### src/logic/dcr_pkg.sv
// ----------------------------------------------------------------------------
// shared constants for the capture clock and loop register bank
// ----------------------------------------------------------------------------
package dcr_pkg;

  // ------------------------------------------------------------------------
  // register offsets (7-bit serial address)
  // ------------------------------------------------------------------------
  localparam logic [6:0] OFS_WARN_CLEAR   = 7'h0b;
  localparam logic [6:0] OFS_CAPTURE_CFG  = 7'h0d;
  localparam logic [6:0] OFS_CAPTURE_STAT = 7'h0e;
  localparam logic [6:0] OFS_SAMPLE_RX    = 7'h10;
  localparam logic [6:0] OFS_REF_RX       = 7'h11;
  localparam logic [6:0] OFS_PLL_BAND     = 7'h12;

  // ------------------------------------------------------------------------
  // values after reset, and what unmapped addresses read as
  // ------------------------------------------------------------------------
  localparam logic [7:0] RST_CAPTURE_CFG = 8'h06;
  localparam logic [7:0] RST_SAMPLE_RX   = 8'hff;
  localparam logic [7:0] RST_REF_RX      = 8'h5f;
  localparam logic [7:0] RST_PLL_BAND    = 8'h00;
  localparam logic [7:0] RD_UNMAPPED     = 8'h00;

  // ------------------------------------------------------------------------
  // field positions
  // ------------------------------------------------------------------------
  localparam int BIT_WARN_CLEAR   = 7;
  localparam int BIT_LOW_RANGE    = 7;
  localparam int BIT_DELAY_LINE   = 4;
  localparam int BIT_LOCK         = 7;
  localparam int BIT_EDGE_WARN    = 6;
  localparam int BIT_START_WARN   = 5;
  localparam int BIT_END_WARN     = 4;
  localparam int BIT_CLK_PRESENT  = 2;
  localparam int BIT_RUNNING      = 0;
  localparam int BIT_DUTY_FIX     = 7;
  localparam int BIT_XPOINT_EN    = 5;
  localparam int XPOINT_MSB       = 4;
  localparam int BIT_PLL_ENABLE   = 7;
  localparam int BIT_BAND_MANUAL  = 6;
  localparam int BAND_MSB         = 5;

  // ------------------------------------------------------------------------
  // serial port framing
  // ------------------------------------------------------------------------
  localparam logic [2:0] SPI_LAST_BIT = 3'h7;

  typedef enum logic [0:0] {
    SPI_INSTR = 1'b0,
    SPI_DATA  = 1'b1
  } dcr_spi_state_t;

endpackage : dcr_pkg

### src/logic/dcr_clock_regs.sv
`timescale 1ns/1ps
// ----------------------------------------------------------------------------
// Overview of operation
// (RL1) software sets low range bit 7 when loop on and clock below 350 MHz
// (RL2) software sets bit 4 for fixed delay line, clears it for loop mode
// (RL3) loop mode advised above 250 MHz, delay line below; advice only
// (RL4) software writes reserved fields with reset value, e.g. nibble 0x6
// (RL5) status bit 6 set while loop is near either end of delay line
// (RL6) status bit 5 set while loop sits at start of delay line
// (RL7) status bit 4 set while loop sits at end of delay line
// (RL8) status bit 2 reads 1 while external capture clock is supplied
// (RL9) status bit 0 reads 1 while loop tries to lock, else 0
// (RL10) sample receiver register resets to 0xff, bit 7 enables duty fix
// (RL11) sample receiver bit 5 enables crosspoint control, on after reset
// (RL12) sample crosspoint level is 5-bit signed, resets to 0x1f
// (RL13) reference receiver resets to 0x5f, bit 7 duty fix off by default
// (RL14) reference receiver bit 5 enables crosspoint, off after reset
// (RL15) reference crosspoint level in bits 4:0, resets to 0x1f
// (RL16) pll bit 6 picks band selection: 0 automatic, 1 manual; reset 0
// (RL17) six-bit manual band field picks one of 64 bands, resets zero
// (RL18) writing 1 to clear bit of 0x0b clears status bits 6 to 4
// (RL19) status register reserved bits read zero, writes to it ignored
// ----------------------------------------------------------------------------
module dcr_clock_regs (
  // clock and control
  input  wire logic clk,
  input  wire logic rst,
  input  wire logic ce,
  // serial control port
  input  wire logic spi_cs_n,
  input  wire logic spi_sclk,
  input  wire logic spi_sdio_in,
  output logic      spi_sdio_out,
  output logic      spi_sdio_oe_n,
  // capture loop state from the analog side
  input  wire logic loop_locked,
  input  wire logic loop_near_edge,
  input  wire logic loop_at_start,
  input  wire logic loop_at_end,
  input  wire logic capture_clock_present,
  input  wire logic loop_running,
  // capture configuration
  output logic      low_capture_clock_range,
  output logic      delay_line_mode_sel,
  // sample clock receiver
  output logic      sample_clk_duty_fix_en,
  output logic      sample_clk_xpoint_en,
  output logic [4:0] sample_clk_xpoint_level,
  // reference clock receiver
  output logic      ref_clk_duty_fix_en,
  output logic      ref_clk_xpoint_en,
  output logic [4:0] ref_clk_xpoint_level,
  // pll band selection
  output logic      pll_enable,
  output logic      pll_band_manual,
  output logic [5:0] pll_manual_band
);

  // ------------------------------------------------------------------------
  // register state
  // ------------------------------------------------------------------------
  typedef struct packed {
    logic [7:0] capture_cfg;
    logic [7:0] sample_rx;
    logic [7:0] ref_rx;
    logic [7:0] pll_band;
  } dcr_regs_st_t;

  dcr_regs_st_t cur_ff;
  dcr_regs_st_t nxt_cur;

  logic [6:0]   rd_addr;
  logic [7:0]   rd_data;
  logic         wr_en;
  logic [6:0]   wr_addr;
  logic [7:0]   wr_data;
  logic         warn_clr;
  logic         edge_evt;
  logic         warn_edge;
  logic         warn_start;
  logic         warn_end;
  logic [7:0]   status_byte;

  // ------------------------------------------------------------------------
  // serial port
  // ------------------------------------------------------------------------
  dcr_spi_slave u_spi (
    .clk           (clk),
    .rst           (rst),
    .ce            (ce),
    .spi_cs_n      (spi_cs_n),
    .spi_sclk      (spi_sclk),
    .spi_sdio_in   (spi_sdio_in),
    .spi_sdio_out  (spi_sdio_out),
    .spi_sdio_oe_n (spi_sdio_oe_n),
    .rd_addr       (rd_addr),
    .rd_data       (rd_data),
    .wr_en         (wr_en),
    .wr_addr       (wr_addr),
    .wr_data       (wr_data)
  );

  // ------------------------------------------------------------------------
  // warning flags
  // ------------------------------------------------------------------------
  // clear strobe decoded from the neighbouring control register; that
  // register's storage lives elsewhere, only the clear bit acts here
  assign warn_clr = ce && wr_en && wr_addr == dcr_pkg::OFS_WARN_CLEAR
                    && wr_data[dcr_pkg::BIT_WARN_CLEAR]; // RL18

  // sitting at either end also counts as being near an end
  assign edge_evt = loop_near_edge | loop_at_start | loop_at_end; // RL5

  dcr_sticky_flag u_warn_edge (
    .clk     (clk),
    .rst     (rst),
    .ce      (ce),
    .set_evt (edge_evt),
    .clr     (warn_clr),
    .flag    (warn_edge)
  );

  dcr_sticky_flag u_warn_start (
    .clk     (clk),
    .rst     (rst),
    .ce      (ce),
    .set_evt (loop_at_start), // RL6
    .clr     (warn_clr),
    .flag    (warn_start)
  );

  dcr_sticky_flag u_warn_end (
    .clk     (clk),
    .rst     (rst),
    .ce      (ce),
    .set_evt (loop_at_end), // RL7
    .clr     (warn_clr),
    .flag    (warn_end)
  );

  // ------------------------------------------------------------------------
  // status byte
  // ------------------------------------------------------------------------
  // live bits come straight from the loop; reserved bits are tied low
  always_comb begin
    status_byte = 8'h00; // RL19
    status_byte[dcr_pkg::BIT_LOCK]        = loop_locked;
    status_byte[dcr_pkg::BIT_EDGE_WARN]   = warn_edge; // RL5
    status_byte[dcr_pkg::BIT_START_WARN]  = warn_start; // RL6
    status_byte[dcr_pkg::BIT_END_WARN]    = warn_end; // RL7
    status_byte[dcr_pkg::BIT_CLK_PRESENT] = capture_clock_present; // RL8
    status_byte[dcr_pkg::BIT_RUNNING]     = loop_running; // RL9
  end

  // ------------------------------------------------------------------------
  // read decode
  // ------------------------------------------------------------------------
  // unmapped addresses, the clear register included, read as zero
  always_comb begin
    if (rd_addr == dcr_pkg::OFS_CAPTURE_CFG) begin
      rd_data = cur_ff.capture_cfg;
    end else if (rd_addr == dcr_pkg::OFS_CAPTURE_STAT) begin
      rd_data = status_byte;
    end else if (rd_addr == dcr_pkg::OFS_SAMPLE_RX) begin
      rd_data = cur_ff.sample_rx;
    end else if (rd_addr == dcr_pkg::OFS_REF_RX) begin
      rd_data = cur_ff.ref_rx;
    end else if (rd_addr == dcr_pkg::OFS_PLL_BAND) begin
      rd_data = cur_ff.pll_band;
    end else begin
      rd_data = dcr_pkg::RD_UNMAPPED;
    end
  end

  // ------------------------------------------------------------------------
  // write decode
  // ------------------------------------------------------------------------
  // reserved fields are stored as written; software is trusted to keep
  // them at their reset values, the bank does not force them
  always_comb begin
    nxt_cur = cur_ff;
    if (ce && wr_en) begin
      if (wr_addr == dcr_pkg::OFS_CAPTURE_CFG) begin
        nxt_cur.capture_cfg = wr_data; // RL4
      end else if (wr_addr == dcr_pkg::OFS_SAMPLE_RX) begin
        nxt_cur.sample_rx = wr_data;
      end else if (wr_addr == dcr_pkg::OFS_REF_RX) begin
        nxt_cur.ref_rx = wr_data;
      end else if (wr_addr == dcr_pkg::OFS_PLL_BAND) begin
        nxt_cur.pll_band = wr_data;
      end else begin
        nxt_cur = cur_ff; // status is read-only RL19
      end
    end
  end

  // reset wins over a low clock enable
  always_ff @(posedge clk) begin
    if (rst) begin
      cur_ff.capture_cfg <= dcr_pkg::RST_CAPTURE_CFG;
      cur_ff.sample_rx   <= dcr_pkg::RST_SAMPLE_RX; // RL10
      cur_ff.ref_rx      <= dcr_pkg::RST_REF_RX; // RL13
      cur_ff.pll_band    <= dcr_pkg::RST_PLL_BAND; // RL16
    end else begin
      cur_ff <= nxt_cur;
    end
  end

  // ------------------------------------------------------------------------
  // configuration outputs
  // ------------------------------------------------------------------------
  // software picks these to suit the capture clock rate
  assign low_capture_clock_range =
    cur_ff.capture_cfg[dcr_pkg::BIT_LOW_RANGE]; // RL1
  assign delay_line_mode_sel =
    cur_ff.capture_cfg[dcr_pkg::BIT_DELAY_LINE]; // RL2

  // receiver trims
  assign sample_clk_duty_fix_en =
    cur_ff.sample_rx[dcr_pkg::BIT_DUTY_FIX]; // RL10
  assign sample_clk_xpoint_en =
    cur_ff.sample_rx[dcr_pkg::BIT_XPOINT_EN]; // RL11
  assign sample_clk_xpoint_level =
    cur_ff.sample_rx[dcr_pkg::XPOINT_MSB:0]; // RL12
  assign ref_clk_duty_fix_en =
    cur_ff.ref_rx[dcr_pkg::BIT_DUTY_FIX]; // RL13
  assign ref_clk_xpoint_en =
    cur_ff.ref_rx[dcr_pkg::BIT_XPOINT_EN]; // RL14
  assign ref_clk_xpoint_level =
    cur_ff.ref_rx[dcr_pkg::XPOINT_MSB:0]; // RL15

  // band field is only meaningful while manual selection is on
  assign pll_enable      = cur_ff.pll_band[dcr_pkg::BIT_PLL_ENABLE];
  assign pll_band_manual = cur_ff.pll_band[dcr_pkg::BIT_BAND_MANUAL]; // RL16
  assign pll_manual_band = cur_ff.pll_band[dcr_pkg::BAND_MSB:0]; // RL17
endmodule : dcr_clock_regs

### src/logic/dcr_sticky_flag.sv
`timescale 1ns/1ps
// ----------------------------------------------------------------------------
// one sticky warning flag: set by hardware, cleared by software
// ----------------------------------------------------------------------------
module dcr_sticky_flag (
  // clock and control
  input  wire logic clk,
  input  wire logic rst,
  input  wire logic ce,
  // event and clear
  input  wire logic set_evt,
  input  wire logic clr,
  // flag out
  output logic      flag
);

  typedef struct packed {
    logic flag;
  } dcr_flag_st_t;

  dcr_flag_st_t cur_ff;
  dcr_flag_st_t nxt_cur;

  // set wins over a clear in the same cycle so no event is lost
  always_comb begin
    nxt_cur = cur_ff;
    if (ce) begin
      nxt_cur.flag = set_evt | (cur_ff.flag & ~clr);
    end
  end

  always_ff @(posedge clk) begin
    if (rst) begin
      cur_ff <= '0;
    end else begin
      cur_ff <= nxt_cur;
    end
  end

  assign flag = cur_ff.flag;
endmodule : dcr_sticky_flag

### src/logic/dcr_spi_slave.sv
`timescale 1ns/1ps
// ----------------------------------------------------------------------------
// three-wire serial control port: instruction byte, then data bytes
// ----------------------------------------------------------------------------
module dcr_spi_slave (
  // clock and control
  input  wire logic       clk,
  input  wire logic       rst,
  input  wire logic       ce,
  // serial pins, sampled on clk
  input  wire logic       spi_cs_n,
  input  wire logic       spi_sclk,
  input  wire logic       spi_sdio_in,
  output logic            spi_sdio_out,
  output logic            spi_sdio_oe_n,
  // register side
  output logic [6:0]      rd_addr,
  input  wire logic [7:0] rd_data,
  output logic            wr_en,
  output logic [6:0]      wr_addr,
  output logic [7:0]      wr_data
);

  typedef struct packed {
    dcr_pkg::dcr_spi_state_t st;
    logic                    sclk_q;
    logic [2:0]              cnt;
    logic                    rw;
    logic [6:0]              addr;
    logic [7:0]              sh_in;
    logic [7:0]              sh_out;
    logic                    sdo;
    logic                    wr_en;
    logic [6:0]              wr_addr;
    logic [7:0]              wr_data;
  } dcr_spi_st_t;

  dcr_spi_st_t cur_ff;
  dcr_spi_st_t nxt_cur;
  logic        rise;
  logic        fall;

  // ------------------------------------------------------------------------
  // sclk edges seen in the clk domain
  // ------------------------------------------------------------------------
  assign rise = spi_sclk & ~cur_ff.sclk_q;
  assign fall = ~spi_sclk & cur_ff.sclk_q;

  // ------------------------------------------------------------------------
  // frame engine
  // ------------------------------------------------------------------------
  // sample on rising sclk, drive on falling sclk; address steps per byte
  always_comb begin
    nxt_cur = cur_ff;
    if (ce) begin
      nxt_cur.wr_en  = 1'b0;
      nxt_cur.sclk_q = spi_sclk;
      if (spi_cs_n) begin
        nxt_cur.st  = dcr_pkg::SPI_INSTR;
        nxt_cur.cnt = '0;
      end else if (rise) begin
        nxt_cur.sh_in = {cur_ff.sh_in[6:0], spi_sdio_in};
        nxt_cur.cnt   = cur_ff.cnt + 3'h1;
        if (cur_ff.cnt == dcr_pkg::SPI_LAST_BIT) begin
          case (cur_ff.st)
            dcr_pkg::SPI_INSTR: begin
              nxt_cur.st   = dcr_pkg::SPI_DATA;
              nxt_cur.rw   = cur_ff.sh_in[6]; // 1 = read
              nxt_cur.addr = {cur_ff.sh_in[5:0], spi_sdio_in};
            end
            default: begin
              nxt_cur.wr_en   = ~cur_ff.rw;
              nxt_cur.wr_addr = cur_ff.addr;
              nxt_cur.wr_data = {cur_ff.sh_in[6:0], spi_sdio_in};
              nxt_cur.addr    = cur_ff.addr + 7'h01;
            end
          endcase
        end
      end else if (fall && cur_ff.st == dcr_pkg::SPI_DATA && cur_ff.rw) begin
        if (cur_ff.cnt == '0) begin
          nxt_cur.sdo    = rd_data[7]; // read data captured here
          nxt_cur.sh_out = {rd_data[6:0], 1'b0};
        end else begin
          nxt_cur.sdo    = cur_ff.sh_out[7];
          nxt_cur.sh_out = {cur_ff.sh_out[6:0], 1'b0};
        end
      end
    end
  end

  always_ff @(posedge clk) begin
    if (rst) begin
      cur_ff <= '0;
    end else begin
      cur_ff <= nxt_cur;
    end
  end

  // ------------------------------------------------------------------------
  // outputs
  // ------------------------------------------------------------------------
  assign rd_addr       = cur_ff.addr;
  assign wr_en         = cur_ff.wr_en;
  assign wr_addr       = cur_ff.wr_addr;
  assign wr_data       = cur_ff.wr_data;
  assign spi_sdio_out  = cur_ff.sdo;
  // drive only during the data phase of a read frame
  assign spi_sdio_oe_n = ~(~spi_cs_n && cur_ff.st == dcr_pkg::SPI_DATA
                           && cur_ff.rw);
endmodule : dcr_spi_slave

### config.mk
export PLATFORM = sky130hd
export DESIGN_NAME = dcr_clock_regs
export DESIGN_NICKNAME = d
export VERILOG_FILES = /design/src/logic/dcr_pkg.sv /design/src/logic/dcr_clock_regs.sv /design/src/logic/dcr_sticky_flag.sv /design/src/logic/dcr_spi_slave.sv
export SDC_FILE = /design/constraint.sdc
export NUM_CORES = 1
export LEC_CHECK = 0
export BUFFER_PORTS_ARGS = -buffer_cell sky130_fd_sc_hd__buf_2
export CAP_MARGIN = 40
export CORE_MARGIN = 4
export CORE_UTILIZATION = 45
export DETAILED_ROUTE_END_ITERATION = 16
export PLACE_DENSITY = 0.74
export SLEW_MARGIN = 20
export SYNTH_ARGS = -nofsm -noshare
export SYNTH_HDL_FRONTEND = slang
export SYNTH_SLANG_ARGS = --single-unit
export TNS_END_PERCENT = 100
### constraint.sdc
create_clock -name clk -period 2.7 [get_ports clk]
set_clock_uncertainty 0.15 [all_clocks]
set_input_delay 0.405 -clock clk [delete_from_list [all_inputs] [get_ports clk]]
set_output_delay 0.405 -clock clk [all_outputs]
set_load 0.05 [all_outputs]
Word level (Yosys, flattened, before mapping)

Index checks and enable logic that the tools add are counted.

Add/subtract/negate cells: 2
Equality and inequality tests: 11
Muxes and demuxes: 18
Bitwise gates (word level): 21
Reductions and logical operators: 21

Operators with widths:

| kind                | number |
|---|---|
| $mux 16             | 4 |
| $mux 8              | 6 |
| $eq 7x5->1 const B  | 6 |
| $eq 7x4->1 const B  | 4 |
| $mux 19             | 1 |
| $reduce_and 5->1    | 3 |
| $reduce_and 4->1    | 3 |
| $not 1->1           | 11 |
| $mux 9              | 1 |
| $reduce_and 3->1    | 3 |
| $add 7x1->7 const B | 1 |
| $logic_and 1x1->1   | 7 |
| $mux 7              | 1 |
| $and 1x1->1         | 5 |
| $or 1x1->1          | 5 |
| $mux 1              | 4 |
| $reduce_and 2->1    | 2 |
| $reduce_bool 2->1   | 2 |
| $add 3x1->3 const B | 1 |
| $eq 3x3->1 const B  | 1 |
| $logic_not 3->1     | 1 |
| $mux 3              | 1 |

Bits in registers: 81
Bits of input ports: 12
Output and inout bits: 26
Word-level logic and storage cells: 91

Depth between registers and ports, before layout

Gate-level depths: netlist (run 1).

Depth after elaboration: 7
Depth in mapped cells: 8
Mapped depth without buffers: 7

By module

Synthesis (run 1) repeated with hierarchy kept, for this count alone.

Cell total of the unflattened synthesis: 447
Area, all modules: 3991.3 um^2

Modules (own cells, without submodules):

| module          | times used | cells each | area an instance (um^2) | seq. area each (um^2) |
|---|---|---|---|---|
| dcr_spi_slave   | 1          | 240        | 2095.8                  | 880.8 |
| dcr_clock_regs  | 1          | 195        | 1767.9                  | 640.6 |
| dcr_sticky_flag | 3          | 4          | 42.5                    | 20.0 |

Worst setup path after synthesis (run 1)

Ideal clock, no wire load.

Path kind: reg2reg
Start: register u_spi.cur_ff (netlist bit u_spi.rd_addr[1])
End: register u_spi.cur_ff[19] (netlist bit)
Library setup time: 116 ps
Arrival time: 1503 ps
Required time: 2434 ps
Slack: 931 ps
Cell stages (with the launch flop): 8
Path buffers: 1
Period minus slack after synthesis: 1769 ps
Path through: dfxtp_1 > inv_1 > ha_1 > buf_2 > a221o_1 > o211ai_1 > a311oi_1 > a31o_1

Longest elaborated chain between the ends: 7
Elaborated cells between the ends (all ways): 11
Those cells by class: 5 x eq/ne; 6 x mux

RTL lines:

| item                   | line                  | source |
|---|---|---|
| from (decl)            | dcr_spi_slave.sv:38   | `dcr_spi_st_t cur_ff;` |
| from (signal assigned) | dcr_spi_slave.sv:95   | `cur_ff <= nxt_cur;` |
| $eq 7x5->1             | dcr_clock_regs.sv:168 | `end else if (rd_addr == dcr_pkg::OFS_PLL_BAND) begin` |
| $mux 8                 | dcr_clock_regs.sv:168 |  |
| $mux 8                 | dcr_clock_regs.sv:166 | `end else if (rd_addr == dcr_pkg::OFS_REF_RX) begin` |
| $mux 8                 | dcr_clock_regs.sv:164 | `end else if (rd_addr == dcr_pkg::OFS_SAMPLE_RX) begin` |
| $mux 8                 | dcr_clock_regs.sv:162 | `end else if (rd_addr == dcr_pkg::OFS_CAPTURE_STAT) begin` |
| $mux 8 *               | dcr_clock_regs.sv:160 | `if (rd_addr == dcr_pkg::OFS_CAPTURE_CFG) begin` |
| $mux 9 *               | dcr_spi_slave.sv:80   | `if (cur_ff.cnt == '0) begin` |

Mark *: on every way between the ends. The rest lies on a longest branch, timed or not.
A chain may end at the register's enable or synchronous reset.

Worst setup path in the final report (run 1)

Start: register u_spi.cur_ff (netlist bit u_spi.rd_addr[0])
End: register u_spi.cur_ff[19] (netlist bit)

The elaborated chain is that of the path after synthesis.

==> results of run 1 <==
[where the power goes]
group	total (uW)	switching, uW	internal (uW)
clock	915	415	501
combinational	65.8	46.3	19.5
sequential	1170	4.31	1170
[cell type report]
| class | instances | area (um^2) |
|---|---|---|
| inverters | 8 | 30.03 |
| flip-flops and latches | 79 | 1582 |
| well taps | 105 | 131.4 |
| clock inverters | 3 | 40.04 |
| multi-input cells | 304 | 1903 |
| repair buffers | 43 | 230.2 |
| fillers | 777 | 4090 |
| clock buffers | 13 | 168.9 |
[metal layers]
metal  part of all wire (%)  vias up  track usage, %
met3                    5.9        7           4.698
met4                   0.82        0           4.097
met2                     49       82           31.20
met1                     44     1444           23.67
met5                      0        -               0
li1                       -     1516               -
[layout by cell type (no fill, tap or decap), types with 3 or more instances in the layout]
cell type / count
sky130_fd_sc_hd__nand2_2: 5
sky130_fd_sc_hd__and2_1: 3
sky130_fd_sc_hd__o2111ai_1: 6
sky130_fd_sc_hd__a211oi_2: 5
sky130_fd_sc_hd__inv_1: 7
sky130_fd_sc_hd__ha_1: 7
sky130_fd_sc_hd__o31ai_1: 4
sky130_fd_sc_hd__buf_2: 37
sky130_fd_sc_hd__buf_4: 6
sky130_fd_sc_hd__o21ai_0: 13
sky130_fd_sc_hd__o21ai_1: 6
sky130_fd_sc_hd__a22oi_1: 8
sky130_fd_sc_hd__nor2_1: 37
sky130_fd_sc_hd__nor2b_1: 4
sky130_fd_sc_hd__nand3_1: 8
sky130_fd_sc_hd__a221oi_2: 5
sky130_fd_sc_hd__nand2_1: 89
sky130_fd_sc_hd__dfxtp_1: 79
sky130_fd_sc_hd__clkbuf_8: 12
sky130_fd_sc_hd__mux2i_1: 34
sky130_fd_sc_hd__a21oi_1: 33
[through the flow]
stage	instances	utilization, %
finish	555	49.97
global route	555	49.97
CTS	555	49.97
detailed placement	539	47.41
global placement	539	47.41
floorplan	432	-
[tightest hold or removal path, delay by kind of cell]
kind / cells / cell delay, ns
AOI/OAI and AO/OA: 1 / 0.07
buffers and inverters: 1 / 0.09
and+or+nand+nor: 1 / 0.07
[state kept, by name, summed over array words and instances (netlist names), 5 cells and up]
| signal | cells |
|---|---|
| sample_clk_xpoint_level | 5 |
| cur_ff | 8 |
| u_spi.rd_addr | 7 |
| u_spi.wr_addr | 7 |
| u_spi.cur_ff | 20 |
| u_spi.wr_data | 8 |
| pll_manual_band | 6 |
| ref_clk_xpoint_level | 5 |
[cells by family (layout without fill, tap and decap cells)]
group	after synthesis	in the layout	share of synthesized area, %
multiplexers	34	34	9.034
buffers and inverters	49	67	7.506
AND/OR/NAND/NOR	167	167	21.19
AO/OA/AOI/OAI	96	96	17.97
adder cells (fa/ha/maj)	7	7	2.325
flip-flops	79	79	41.98
[path summary, 6_finish.rpt]
check / cells past startpoint / start / slack, ns / to
setup / recovery: 7 / u_spi.rd_addr[0] / 0.56 / u_spi.cur_ff[19]
hold / removal: 3 / loop_at_start / 0.17 / u_warn_start.flag
setup reg to reg: 7 / u_spi.rd_addr[0] / 0.56 / u_spi.cur_ff[19]
hold reg to reg: 2 / u_spi.wr_addr[6] / 0.31 / u_spi.wr_addr[6]
==> PnR_summary.wiki, run 1 <==
{| class="wikitable"
! Metric !! Value
|-
| Data arrival time of the critical path || roughly 2.2 ns
|-
| Routed len/inst || 15.91 um
|-
| Share of layout cells above drive strength 1 || about 18%
|-
| Most instantiated library cell after synthesis || sky130_fd_sc_hd__nand2_1
|-
| Post-synth EDFFs || 0
|-
| Post-Route Hold Slack || approximately 0.17 ns
|-
| Horiz. Die Dim || 99.50 um
|-
| Mean cell area of the mapped netlist || between 8 and 9 um^2
|-
| Class of the most critical hold timing path || in -> reg
|-
| Weighted congestion at the end of routability-driven global placement || ~0.85
|-
| Power density over cell area || around 530 nW/um^2
|-
| Detailed-route DRC error count || 0
|-
| Number of nets with antenna violations after detailed routing || 0
|-
| Top achievable clock speed || around 470 MHz
|-
| Number of hold-slack violations in the final timing report || 0
|-
| Biggest area consumer among synthesized cells || sky130_fd_sc_hd__dfxtp_1
|-
| Setup Fix Bufs, Post-CTS || 0
|-
| Area share of the largest cell type after synthesis || about two fifths
|-
| DR vias || around 3k
|-
| Ys flop type || sky130_fd_sc_hd__dfxtp_1
|-
| Max Buffers Root-to-Sink || 2
|-
| Half-perimeter wire length after detailed placement || roughly 6.2 mm
|-
| Placement-stage worst setup slack || slightly below 0.6 ns
|-
| Clock root buffer master || sky130_fd_sc_hd__clkbuf_8
|-
| Vertical extent of the die || around 100 um
|-
| Fin. max-slew vios || 0
|-
| Post-synthesis to final-layout area growth || 8.436%
|-
| Relative slew margins || a little over half
|-
| Cell leakage power || about 0.0017 uW
|-
| Largest stage delay on the critical path || approximately 0.45 ns
|-
| Antenna cells || 0
|-
| Least setup slack across all paths after layout || 0.5609 ns
|-
| Post-detailed-route via-to-cell ratio || roughly 5.5
|-
| Element type at the critical path start || flop
|-
| Detailed Route WL || ~8.8 mm
|-
| Hold-fix buffers, CTS || 0
|-
| Starting Density || between 40 and 50%
|-
| Initial DRT Pass Iterations || 4
|-
| Placed Instance Area || about 3900 um^2
|-
| Number of gates given a new drive strength after cts || 0
|-
| Number of instances in the synthesized netlist || 432
|-
| Later-pin clock latency in the skew report || about 0.35 ns
|-
| Unique cell type count in the Yosys netlist || 52
|-
| Critical path fanouts, max || 13
|-
| Final setup viols || 0
|-
| Global-route wire length before repair || 14.57 mm
|-
| Global routing usage summed across all routing layers || between 10% and 20%
|-
| CTS H-tree depth || 3
|-
| Sum of negative setup slack || 0 ns
|-
| Remaining global-route overflow || 0
|-
| Slew of the pin with the lowest slew margin || approximately 0.68 ns
|-
| Top-Level Pins || 38
|-
| Post-synth top cells || 89 x sky130_fd_sc_hd__nand2_1, 79 x sky130_fd_sc_hd__dfxtp_1, 37 x sky130_fd_sc_hd__nor2_1, 34 x sky130_fd_sc_hd__mux2i_1, 33 x sky130_fd_sc_hd__a21oi_1
|-
| Fin area || 4085 um^2
|-
| Worst setup EP type || flop
|-
| Slowest cell on crit path || sky130_fd_sc_hd__dfxtp_1
|-
| Antenna violations before repair || 0
|-
| Critical path start-end classification || reg -> reg
|-
| Cell types with the largest area share after synthesis || sky130_fd_sc_hd__dfxtp_1 42%, sky130_fd_sc_hd__mux2i_1 9.0%, sky130_fd_sc_hd__nand2_1 8.9%
|-
| Delay-heaviest family, CP || compound AO/OA/AOI/OAI gates
|-
| Die outline area || around 9900 um^2
|-
| CTS sink count || just under 80
|-
| Clock tree from TritonCTS || yes
|-
| Core Rows || 33
|-
| Post-route clock period utilization || ~79%
|-
| Total power consumption of the routed design || ~2200 uW
|-
| Share of async-settable or async-resettable flops after synthesis || 0%
|-
| Post-Syn Nets || ~450
|-
| Vias in the first global route || between 2k and 3k
|-
| Number of warnings reported in the yosys synthesis log || 0
|-
| Result of the run || finished clean
|-
| Sequential area share after synthesis || between 40% and 50%
|-
| Pin count of the biggest net entering global routing || between 60 and 70
|-
| Highest ir drop seen on vdd || 313.8 uV
|-
| Number of buffers created by CTS || 9
|-
| Number of synthesized register bits || about 80
|-
| CP required || between 2 and 3 ns
|-
| Number of violations reported at the end of detailed-routing iteration 0 || just under 200
|-
| Number of buffer and inverter stages on the critical path || 1
|-
| Post-Synthesis Cell Area || 3767 um^2
|-
| Critical path, cell by cell || inv_1, ha_1, nor2b_1, a221o_1, o211ai_1, a311oi_1, a31o_1
|-
| Nets || 464
|-
| Unrepaired setup endpoints after global routing || no
|-
| Clock slew seen by the registers of the worst setup and hold paths || about 0.08 ns
|-
| PortBufs || 37
|-
| Max-cap check violation count || 0
|-
| Total core area || 8175 um^2
|-
| Shortest clock period the worst path allows after layout || roughly 2.1 ns
|}
Power figures use the tool's default switching activity.
==> run 2, diff against run 1 <==
--- a/config.mk
+++ b/config.mk
@@ -5,12 +5,13 @@
 export SDC_FILE = /design/constraint.sdc
 export NUM_CORES = 1
 export LEC_CHECK = 0
+export ABC_AREA = 1
 export BUFFER_PORTS_ARGS = -buffer_cell sky130_fd_sc_hd__buf_2
 export CAP_MARGIN = 40
 export CORE_MARGIN = 4
 export CORE_UTILIZATION = 45
 export DETAILED_ROUTE_END_ITERATION = 16
-export PLACE_DENSITY = 0.74
+export PLACE_DENSITY = 0.76
 export SLEW_MARGIN = 20
 export SYNTH_ARGS = -nofsm -noshare
 export SYNTH_HDL_FRONTEND = slang
==> constraint.sdc (replaced) <==
create_clock -name clk -period 1.73 [get_ports clk]
set_clock_uncertainty 0.15 [all_clocks]
set_input_delay 0.2595 -clock clk [delete_from_list [all_inputs] [get_ports clk]]
set_output_delay 0.2595 -clock clk [all_outputs]
set_load 0.05 [all_outputs]
==> run 2 against run 1 <==
Effect of this change:
- clock power up 51%
- critical path type unchanged
- die area down 1.4%
- combinational power up 99%
- register-to-register slack worse by 0.55 ns
- critical path depth unchanged
- sequential share of layout area down 1.9 points
- synthesized cell count up 18%
- sequential power up 57%
- via count up 13%
==> PnR_summary.wiki, run 2 <==
{| class="wikitable"
! Metric !! Value
|-
| Result of the run || finished clean
|-
| Largest stage delay on the critical path || 0.41 ns (-0.04 ns)
|-
| Number of warnings reported in the yosys synthesis log || 0 (unchanged)
|-
| Unique cell type count in the Yosys netlist || 32 (-38%)
|-
| Hold-fix buffers, CTS || 0 (unchanged)
|-
| Number of buffers created by CTS || 9 (unchanged)
|-
| Multi-input logic area || 1774 um^2 (-6.8%)
|-
| Critical path start-end classification || reg -> reg
|-
| Global-route wire length before repair || 15.00 mm (+2.9%)
|-
| Most instantiated library cell after synthesis || sky130_fd_sc_hd__nand2_1
|-
| Element type at the critical path start || flop
|-
| Share of async-settable or async-resettable flops after synthesis || 0% (unchanged)
|-
| Horiz. Die Dim || 98.81 um (-0.69%)
|-
| Biggest area consumer among synthesized cells || sky130_fd_sc_hd__dfxtp_1
|-
| Top-Level Pins || 38 (unchanged)
|-
| Largest register by flop count || u_spi.cur_ff
|-
| Fin. max-slew vios || 0 (unchanged)
|-
| Worst setup EP type || flop
|-
| Pin count of the biggest net entering global routing || 31 (-49%)
|-
| Detailed Route WL || 9.491 mm (+7.5%)
|-
| PortBufs || 37 (unchanged)
|-
| Cell count of the worst hold path || 3 (unchanged)
|-
| Ys flop type || sky130_fd_sc_hd__dfxtp_1
|-
| Top achievable clock speed || 581.4 MHz (+24%)
|-
| Internal Pwr Total || 2614 uW (+55%)
|-
| Max-cap check violation count || 0 (unchanged)
|-
| Number of synthesized register bits || 79 (unchanged)
|-
| Antenna cells || 0 (unchanged)
|-
| Vertical extent of the die || 98.81 um (-0.69%)
|-
| Length in cells of the worst reg-to-reg path || 7 (unchanged)
|-
| Total core area || 7888 um^2 (-3.5%)
|-
| Die outline area || 9763 um^2 (-1.4%)
|-
| Weighted congestion at the end of routability-driven global placement || 0.9232 (+8.5%)
|-
| Critical path fanouts, max || 6 (-7)
|-
| Cell types with the largest area share after synthesis || sky130_fd_sc_hd__dfxtp_1 43%, sky130_fd_sc_hd__a21oi_1 11%, sky130_fd_sc_hd__nand2_1 9.1%
|-
| Largest register FFs || 20 (unchanged)
|-
| Clock root buffer master || sky130_fd_sc_hd__clkbuf_8
|-
| Remaining global-route overflow || 0 (unchanged)
|-
| Slew of the pin with the lowest slew margin || 0.3841 ns (-0.2950 ns)
|-
| Slack of the worst reg-to-reg path || 0.01 ns (-0.55 ns)
|-
| Later-pin clock latency in the skew report || 0.36 ns (about the same)
|-
| Nets || 564 (+22%)
|-
| Unrepaired setup endpoints after global routing || yes
|-
| Number of instances in the synthesized netlist || 509 (+18%)
|-
| Post-Synthesis Cell Area || 3711 um^2 (-1.5%)
|-
| Commonest non-fill, non-tap cells in the layout || 84 x sky130_fd_sc_hd__nand2_1, 77 x sky130_fd_sc_hd__a21oi_1, 73 x sky130_fd_sc_hd__dfxtp_1
|-
| Area share of the largest cell type after synthesis || 42.62% (+0.64 points)
|-
| Relative slew margins || 74.31% (+20 points)
|-
| Proportion of power drawn by flip-flops and latches || 54.9% (+0.4 points)
|-
| Number of hold-slack violations in the final timing report || 0 (unchanged)
|-
| Final setup viols || 0 (unchanged)
|-
| Post-synthesis to final-layout area growth || 16.62%
|-
| Power density over cell area || 775.9 nW/um^2 (+47%)
|-
| Global routing usage summed across all routing layers || 19.07% (+0.66 points)
|-
| Mean cell area of the mapped netlist || 7.291 um^2 (-16%)
|-
| Post-synth top cells || 90 x sky130_fd_sc_hd__nand2_1, 79 x sky130_fd_sc_hd__a21oi_1, 79 x sky130_fd_sc_hd__dfxtp_1, 62 x sky130_fd_sc_hd__inv_1, 53 x sky130_fd_sc_hd__o21ai_0
|-
| CTS H-tree depth || 3 (unchanged)
|-
| Seq. cell area || 1592 um^2 (+0.63%)
|-
| Fill cell total of the finished layout || 736 (-5.3%)
|-
| Number of nets with antenna violations after detailed routing || 0 (unchanged)
|-
| Core Util, Final || 54.87% (+4.9 points)
|-
| Max Buffers Root-to-Sink || 2 (unchanged)
|-
| Core Rows || 32 (-3.0%)
|-
| Critical path, cell by cell || inv_1, nand3_2, nor3_4, a21oi_1, nand3_1, nand2_1, a21oi_2
|-
| Post-synth EDFFs || 0 (unchanged)
|-
| Switching fraction of total power || 22.16% (+0.57 points)
|-
| Clock tree from TritonCTS || yes
|-
| Clock Power Share || 41.2% (-1.3 points)
|-
| Slowest cell on crit path || sky130_fd_sc_hd__nor3_4
|-
| Starting Density || 47.05% (+0.97 points)
|-
| Routed len/inst || 14.58 um (-8.4%)
|-
| CTS sink count || 79 (unchanged)
|-
| Vias in the first global route || 3157 (+7.8%)
|-
| Cell leakage power || 0.001840 uW (+9.5%)
|-
| Post-Syn Nets || 528 (+17%)
|-
| Sequential area share after synthesis || 42.62% (+0.64 points)
|-
| Clock slew seen by the registers of the worst setup and hold paths || 0.08 ns (about the same)
|-
| CP required || 1.88 ns (-0.92 ns)
|-
| Most frequent standard cell in the layout excluding fill and tap cells || sky130_fd_sc_hd__nand2_1
|-
| Antenna violations before repair || 0 (unchanged)
|-
| Switching power summed over all nets || 744.1 uW (+60%)
|-
| Post-route clock period utilization || 99.42% (+20 points)
|-
| Class of the most critical hold timing path || in -> reg
|-
| Combinational share of power || 3.9% (+0.8 points)
|-
| Initial DRT Pass Iterations || 5 (+1)
|-
| Number of violations reported at the end of detailed-routing iteration 0 || 125 (-36%)
|-
| Data arrival time of the critical path || 1.87 ns (-0.37 ns)
|-
| Half-perimeter wire length after detailed placement || 6.771 mm (+9.1%)
|-
| Sum of negative setup slack || 0 ns (unchanged)
|-
| Share of layout cells above drive strength 1 || 23.32% (+4.9 points)
|-
| Shortest clock period the worst path allows after layout || 1.720 ns (-0.4191 ns)
|-
| Detailed-route DRC error count || 0 (unchanged)
|-
| DR vias || 3431 (+13%)
|-
| Post-detailed-route via-to-cell ratio || 5.270 (-4.1%)
|-
| Highest ir drop seen on vdd || 561.9 uV (+79%)
|}
[run 2: cell types whose count changed after synthesis, sizes merged, moves of 6 or more]
cell and change:
nor2 -9, nand3 +29, nor3 +6, a22oi -8, inv +59, buf -6
o21ai +36, a21oi +50, mux2i -34, o2111ai -6
[run 2: worst max-delay path, delay by kind of cell (launching register included)]
kind                   cells  cell delay [ns]
AND/OR/NAND/NOR            4             0.74
buffers and inverters      1             0.14
AO/OA/AOI/OAI              2             0.26
flip-flops                 1             0.37
[run 2: layout make-up]
| class | count | area share, % |
|---|---|---|
| repair buffers | 59 | 8.644 |
| inverters | 68 | 6.071 |
| clock inverters | 3 | 0.9829 |
| well taps | 102 | 2.949 |
| flip-flops and latches | 79 | 36.77 |
| clock buffers | 12 | 3.585 |
| multi-input cells | 328 | 40.99 |
[run 2: cells by family after synthesis]
logic type                 Yosys count  share of synthesized area (%)
adders and majority gates            7                          2.360
xor gates and xnor gates             2                         0.4721
buffers and inverters              102                          12.61
AOI/OAI and AO/OA                  147                          20.67
DFF                                 79                          42.62
and+or+nand+nor                    172                          21.27
[run 2: final timing paths]
kind                    start               end
max          u_spi.rd_addr[4]  u_spi.cur_ff[22]
min reg2reg  u_spi.cur_ff[41]  u_spi.cur_ff[41]
min               loop_at_end   u_warn_end.flag
max reg2reg  u_spi.rd_addr[4]  u_spi.cur_ff[22]
[run 2: metal layers]
layer  vias to the layer above  part of all wire [%]  global-route usage [%]
li1                       1727                     -                       -
met1                      1570                    44                   24.71
met2                       111                    47                   30.11
met3                        23                   6.1                   5.308
met4                         0                   2.5                   7.458
met5                         -                     0                       0
[run 2: stage by stage]
stage / cell area (um^2) / std cells / power [uW] / setup WS, ns / hold WS, ns
after floorplan: 3711 / 509 / 1966 / 0.1693 / 0.2500
after global placement: 3924 / 629 / 2013 / -0.003655 / 0.2916
after detailed placement: 3924 / 629 / 2015 / -0.02497 / 0.3020
after CTS: 4139 / 644 / 3379 / 0.007781 / 0.002602
after global routing: 4328 / 651 / 3470 / -0.06268 / 0.005638
final: 4328 / 651 / 3358 / 0.01003 / 0.008703
[run 2: power groups by stage]
stage / registers, uW / logic, uW / clock network (uW)
3_3_place_gp: 1890 / 127 / 0
2_1_floorplan: 1880 / 83.1 / 0
5_1_grt: 1840 / 149 / 1480
4_1_cts: 1840 / 129 / 1410
3_5_place_dp: 1890 / 129 / 0
6_report: 1840 / 131 / 1380
[run 2: timing repair]
| action | 4_1_cts | 5_1_grt |
|---|---|---|
| buffers inserted | 0 | 7 |
| setup endpoints to repair | 10 | 38 |
| pin swaps | 2 | 16 |
| gates cloned | 0 | 0 |
| gates resized for setup | 5 | 40 |
==> run 3, diff against run 2 <==
--- a/config.mk
+++ b/config.mk
@@ -11,6 +11,7 @@
 export CORE_MARGIN = 4
 export CORE_UTILIZATION = 45
 export DETAILED_ROUTE_END_ITERATION = 16
+export MAX_ROUTING_LAYER = met4
 export PLACE_DENSITY = 0.76
 export SLEW_MARGIN = 20
 export SYNTH_ARGS = -nofsm -noshare
==> run 3 against run 2 <==
Effect of this change:
- design area up 2.1%
- highest routed layer unchanged
- critical path depth up 3
- utilization up 1.1 points
- clock-buffer cell count up 1
- largest cell class unchanged
- critical endpoint unchanged
- largest power group unchanged
==> PnR_summary.wiki, run 3 (same netlist as run 2, synthesis figures left out) <==
{| class="wikitable"
! Metric !! Value
|-
| Highest ir drop seen on vdd || 442.8 uV (-21%)
|-
| Commonest non-fill, non-tap cells in the layout || 86 x sky130_fd_sc_hd__nand2_1, 77 x sky130_fd_sc_hd__a21oi_1, 73 x sky130_fd_sc_hd__dfxtp_1
|-
| Core Rows || 32 (unchanged)
|-
| Antenna violations before repair || 0 (unchanged)
|-
| Result of the run || finished clean
|-
| Number of violations reported at the end of detailed-routing iteration 0 || 185 (+48%)
|-
| Clock root buffer master || sky130_fd_sc_hd__clkbuf_8
|-
| Number of buffer and inverter stages on the critical path || 2 (+1)
|-
| Cell leakage power || 0.001885 uW (+2.4%)
|-
| Cell count of the worst hold path || 3 (unchanged)
|-
| Remaining global-route overflow || 0 (unchanged)
|-
| Worst flop-to-flop path startpoint || u_spi.rd_addr[0]
|-
| Sum of negative setup slack || 0 ns (unchanged)
|-
| Slew of the pin with the lowest slew margin || 0.3538 ns (-0.03036 ns)
|-
| Delay-heaviest family, CP || simple AND/OR/NAND/NOR gates
|-
| Die outline area || 9763 um^2 (unchanged)
|-
| Proportion of power drawn by flip-flops and latches || 52.2% (-2.7 points)
|-
| Detailed-route DRC error count || 0 (unchanged)
|-
| Critical path start-end classification || reg -> reg
|-
| Placement-stage worst setup slack || -0.05524 ns (-0.03027 ns)
|-
| Post-route clock period utilization || 97.41% (-2.0 points)
|-
| Element type at the critical path start || flop
|-
| CTS sink count || 79 (unchanged)
|-
| Clock Power Share || 44.1% (+2.9 points)
|-
| Fin area || 4418 um^2 (+2.1%)
|-
| Post-synthesis to final-layout area growth || 19.05%
|-
| Top achievable clock speed || 593.4 MHz (+2.1%)
|-
| Clock tree from TritonCTS || yes
|-
| Starting Density || 47.05% (unchanged)
|-
| Shortest clock period the worst path allows after layout || 1.685 ns (-0.03478 ns)
|-
| Slowest cell on crit path || sky130_fd_sc_hd__dfxtp_4
|-
| CTS H-tree depth || 3 (unchanged)
|-
| Internal Pwr Total || 2770 uW (+6.0%)
|-
| Slack of the worst reg-to-reg path || 0.04 ns (+0.03 ns)
|-
| Initial DRT Pass Iterations || 4 (-1)
|-
| Fin. max-slew vios || 0 (unchanged)
|-
| Switching fraction of total power || 21.48% (-0.68 points)
|-
| Number of hold-slack violations in the final timing report || 0 (unchanged)
|-
| Length in cells of the worst reg-to-reg path || 10 (+3)
|-
| Largest stage delay on the critical path || 0.37 ns (-0.04 ns)
|-
| Hold worst-path end || u_warn_end.flag
|-
| Nets || 570 (+1.1%)
|-
| Pin count of the biggest net entering global routing || 56 (+81%)
|-
| Unrepaired setup endpoints after global routing || yes
|-
| Total power consumption of the routed design || 3528 uW (+5.0%)
|-
| Number of buffers created by CTS || 9 (unchanged)
|-
| Relative slew margins || 76.23% (+1.9 points)
|-
| Final setup viols || 0 (unchanged)
|-
| Share of layout cells above drive strength 1 || 23.92% (+0.61 points)
|-
| CP required || 1.83 ns (-0.05 ns)
|-
| Total core area || 7888 um^2 (unchanged)
|-
| Global routing usage summed across all routing layers || 20.09% (+1.0 points)
|-
| Clock slew seen by the registers of the worst setup and hold paths || 0.08 ns (about the same)
|-
| Largest register by flop count || u_spi.cur_ff
|-
| Combinational share of power || 3.8% (about the same)
|-
| Vertical extent of the die || 98.81 um (unchanged)
|-
| Least setup slack across all paths after layout || 0.04481 ns (+0.03478 ns)
|-
| Worst setup EP type || flop
|-
| Antenna cells || 0 (unchanged)
|-
| Later-pin clock latency in the skew report || 0.36 ns (about the same)
|-
| Most frequent standard cell in the layout excluding fill and tap cells || sky130_fd_sc_hd__nand2_1
|-
| DR vias || 3486 (+1.6%)
|-
| Class of the most critical hold timing path || in -> reg
|-
| Critical path, cell by cell || buf_4, ha_4, nand2_2, nor2_4, buf_4, nand2_1, nand3_2, nand3_2, nand2_2, a21oi_2
|-
| Detailed Route WL || 9.399 mm (-0.97%)
|-
| Core Util, Final || 56.01% (+1.1 points)
|-
| Switching power summed over all nets || 757.6 uW (+1.8%)
|-
| Power density over cell area || 798.5 nW/um^2 (+2.9%)
|-
| Top-Level Pins || 38 (unchanged)
|-
| Data arrival time of the critical path || 1.79 ns (-0.08 ns)
|-
| Global-route wire length before repair || 15.32 mm (+2.1%)
|-
| Launch point of the worst hold path || loop_at_end
|-
| PortBufs || 37 (unchanged)
|-
| Routed len/inst || 14.28 um (-2.0%)
|-
| Horiz. Die Dim || 98.81 um (unchanged)
|-
| Post-detailed-route via-to-cell ratio || 5.298 (+0.52%)
|-
| Endpoint of the lowest-slack register-to-register path || u_spi.cur_ff[22]
|-
| Critical path fanouts, max || 5 (-1)
|-
| Placed Instance Area || 3929 um^2 (+0.13%)
|-
| Weighted congestion at the end of routability-driven global placement || 0.9379 (+1.6%)
|-
| Number of nets with antenna violations after detailed routing || 0 (unchanged)
|-
| Max Buffers Root-to-Sink || 2 (unchanged)
|-
| Half-perimeter wire length after detailed placement || 6.730 mm (-0.61%)
|-
| Largest register FFs || 20 (unchanged)
|-
| Vias in the first global route || 3191 (+1.1%)
|-
| Hold-fix buffers, CTS || 0 (unchanged)
|-
| Max-cap check violation count || 0 (unchanged)
|}
[run 3: metal layers]
| layer | vias up | routed length [um] | track usage [%] |
|---|---|---|---|
| li1 | 1742 | - | - |
| met1 | 1607 | 4091 | 24.98 |
| met2 | 118 | 4429 | 32.39 |
| met3 | 19 | 673 | 5.237 |
| met4 | 0 | 204 | 5.462 |
| met5 | - | 0 | - |
[run 3: worst max-delay path by stage]
stage | startpoint | to | slack [ns] | depth (start not counted)
3_3_place_gp | u_spi.cur_ff[41] | u_spi.wr_addr[0] | -0.01 | 9
3_5_place_dp | u_spi.cur_ff[41] | u_spi.wr_addr[0] | -0.06 | 9
2_1_floorplan | u_spi.cur_ff[41] | u_spi.wr_data[7] | 0.17 | 8
4_1_cts | u_spi.cur_ff[41] | u_spi.rd_addr[6] | 0.009 | 9
6_report | u_spi.rd_addr[0] | u_spi.cur_ff[22] | 0.04 | 10
5_1_grt | u_spi.cur_ff[41] | u_spi.rd_addr[6] | -0.09 | 9
[run 3: final cells by class]
| class | instances | area [um^2] |
|---|---|---|
| inverters | 68 | 267.8 |
| well taps | 102 | 127.6 |
| clock inverters | 3 | 65.06 |
| multi-input cells | 329 | 1780 |
| flip-flops and latches | 79 | 1594 |
| clock buffers | 13 | 158.9 |
| fillers | 744 | 3470 |
| repair buffers | 64 | 424.2 |
[run 3: power by group through the flow]
stage,clock network [uW],logic [uW],registers [uW]
final,1550,133,1840
after global routing,1650,151,1840
after CTS,1580,131,1840
after detailed placement,0,131,1890
after global placement,0,129,1890
after floorplan,0,83.1,1880
[run 3: timing repair]
item                                    CTS  global route
gates cloned                              1             0
resized for setup                         5            43
endpoints found under the setup margin   12            43
pin swaps                                 2            15
buffers inserted                          1            12
[run 3: worst register-to-register path: cells and delay by family (launching register included)]
| kind | cells | cell delay (ns) |
|---|---|---|
| flip-flops | 1 | 0.37 |
| adder cells (fa/ha/maj) | 1 | 0.14 |
| buffers and inverters | 2 | 0.27 |
| AO/OA/AOI/OAI | 1 | 0.05 |
| AND/OR/NAND/NOR | 6 | 0.61 |
[run 3: per-stage QoR]
step | hold WS, ns | std cells
2_1_floorplan | 0.2500 | 509
3_3_place_gp | 0.2925 | 628
3_5_place_dp | 0.2944 | 628
4_1_cts | 0.008383 | 646
5_1_grt | 0.005878 | 658
6_report | 0.009684 | 658
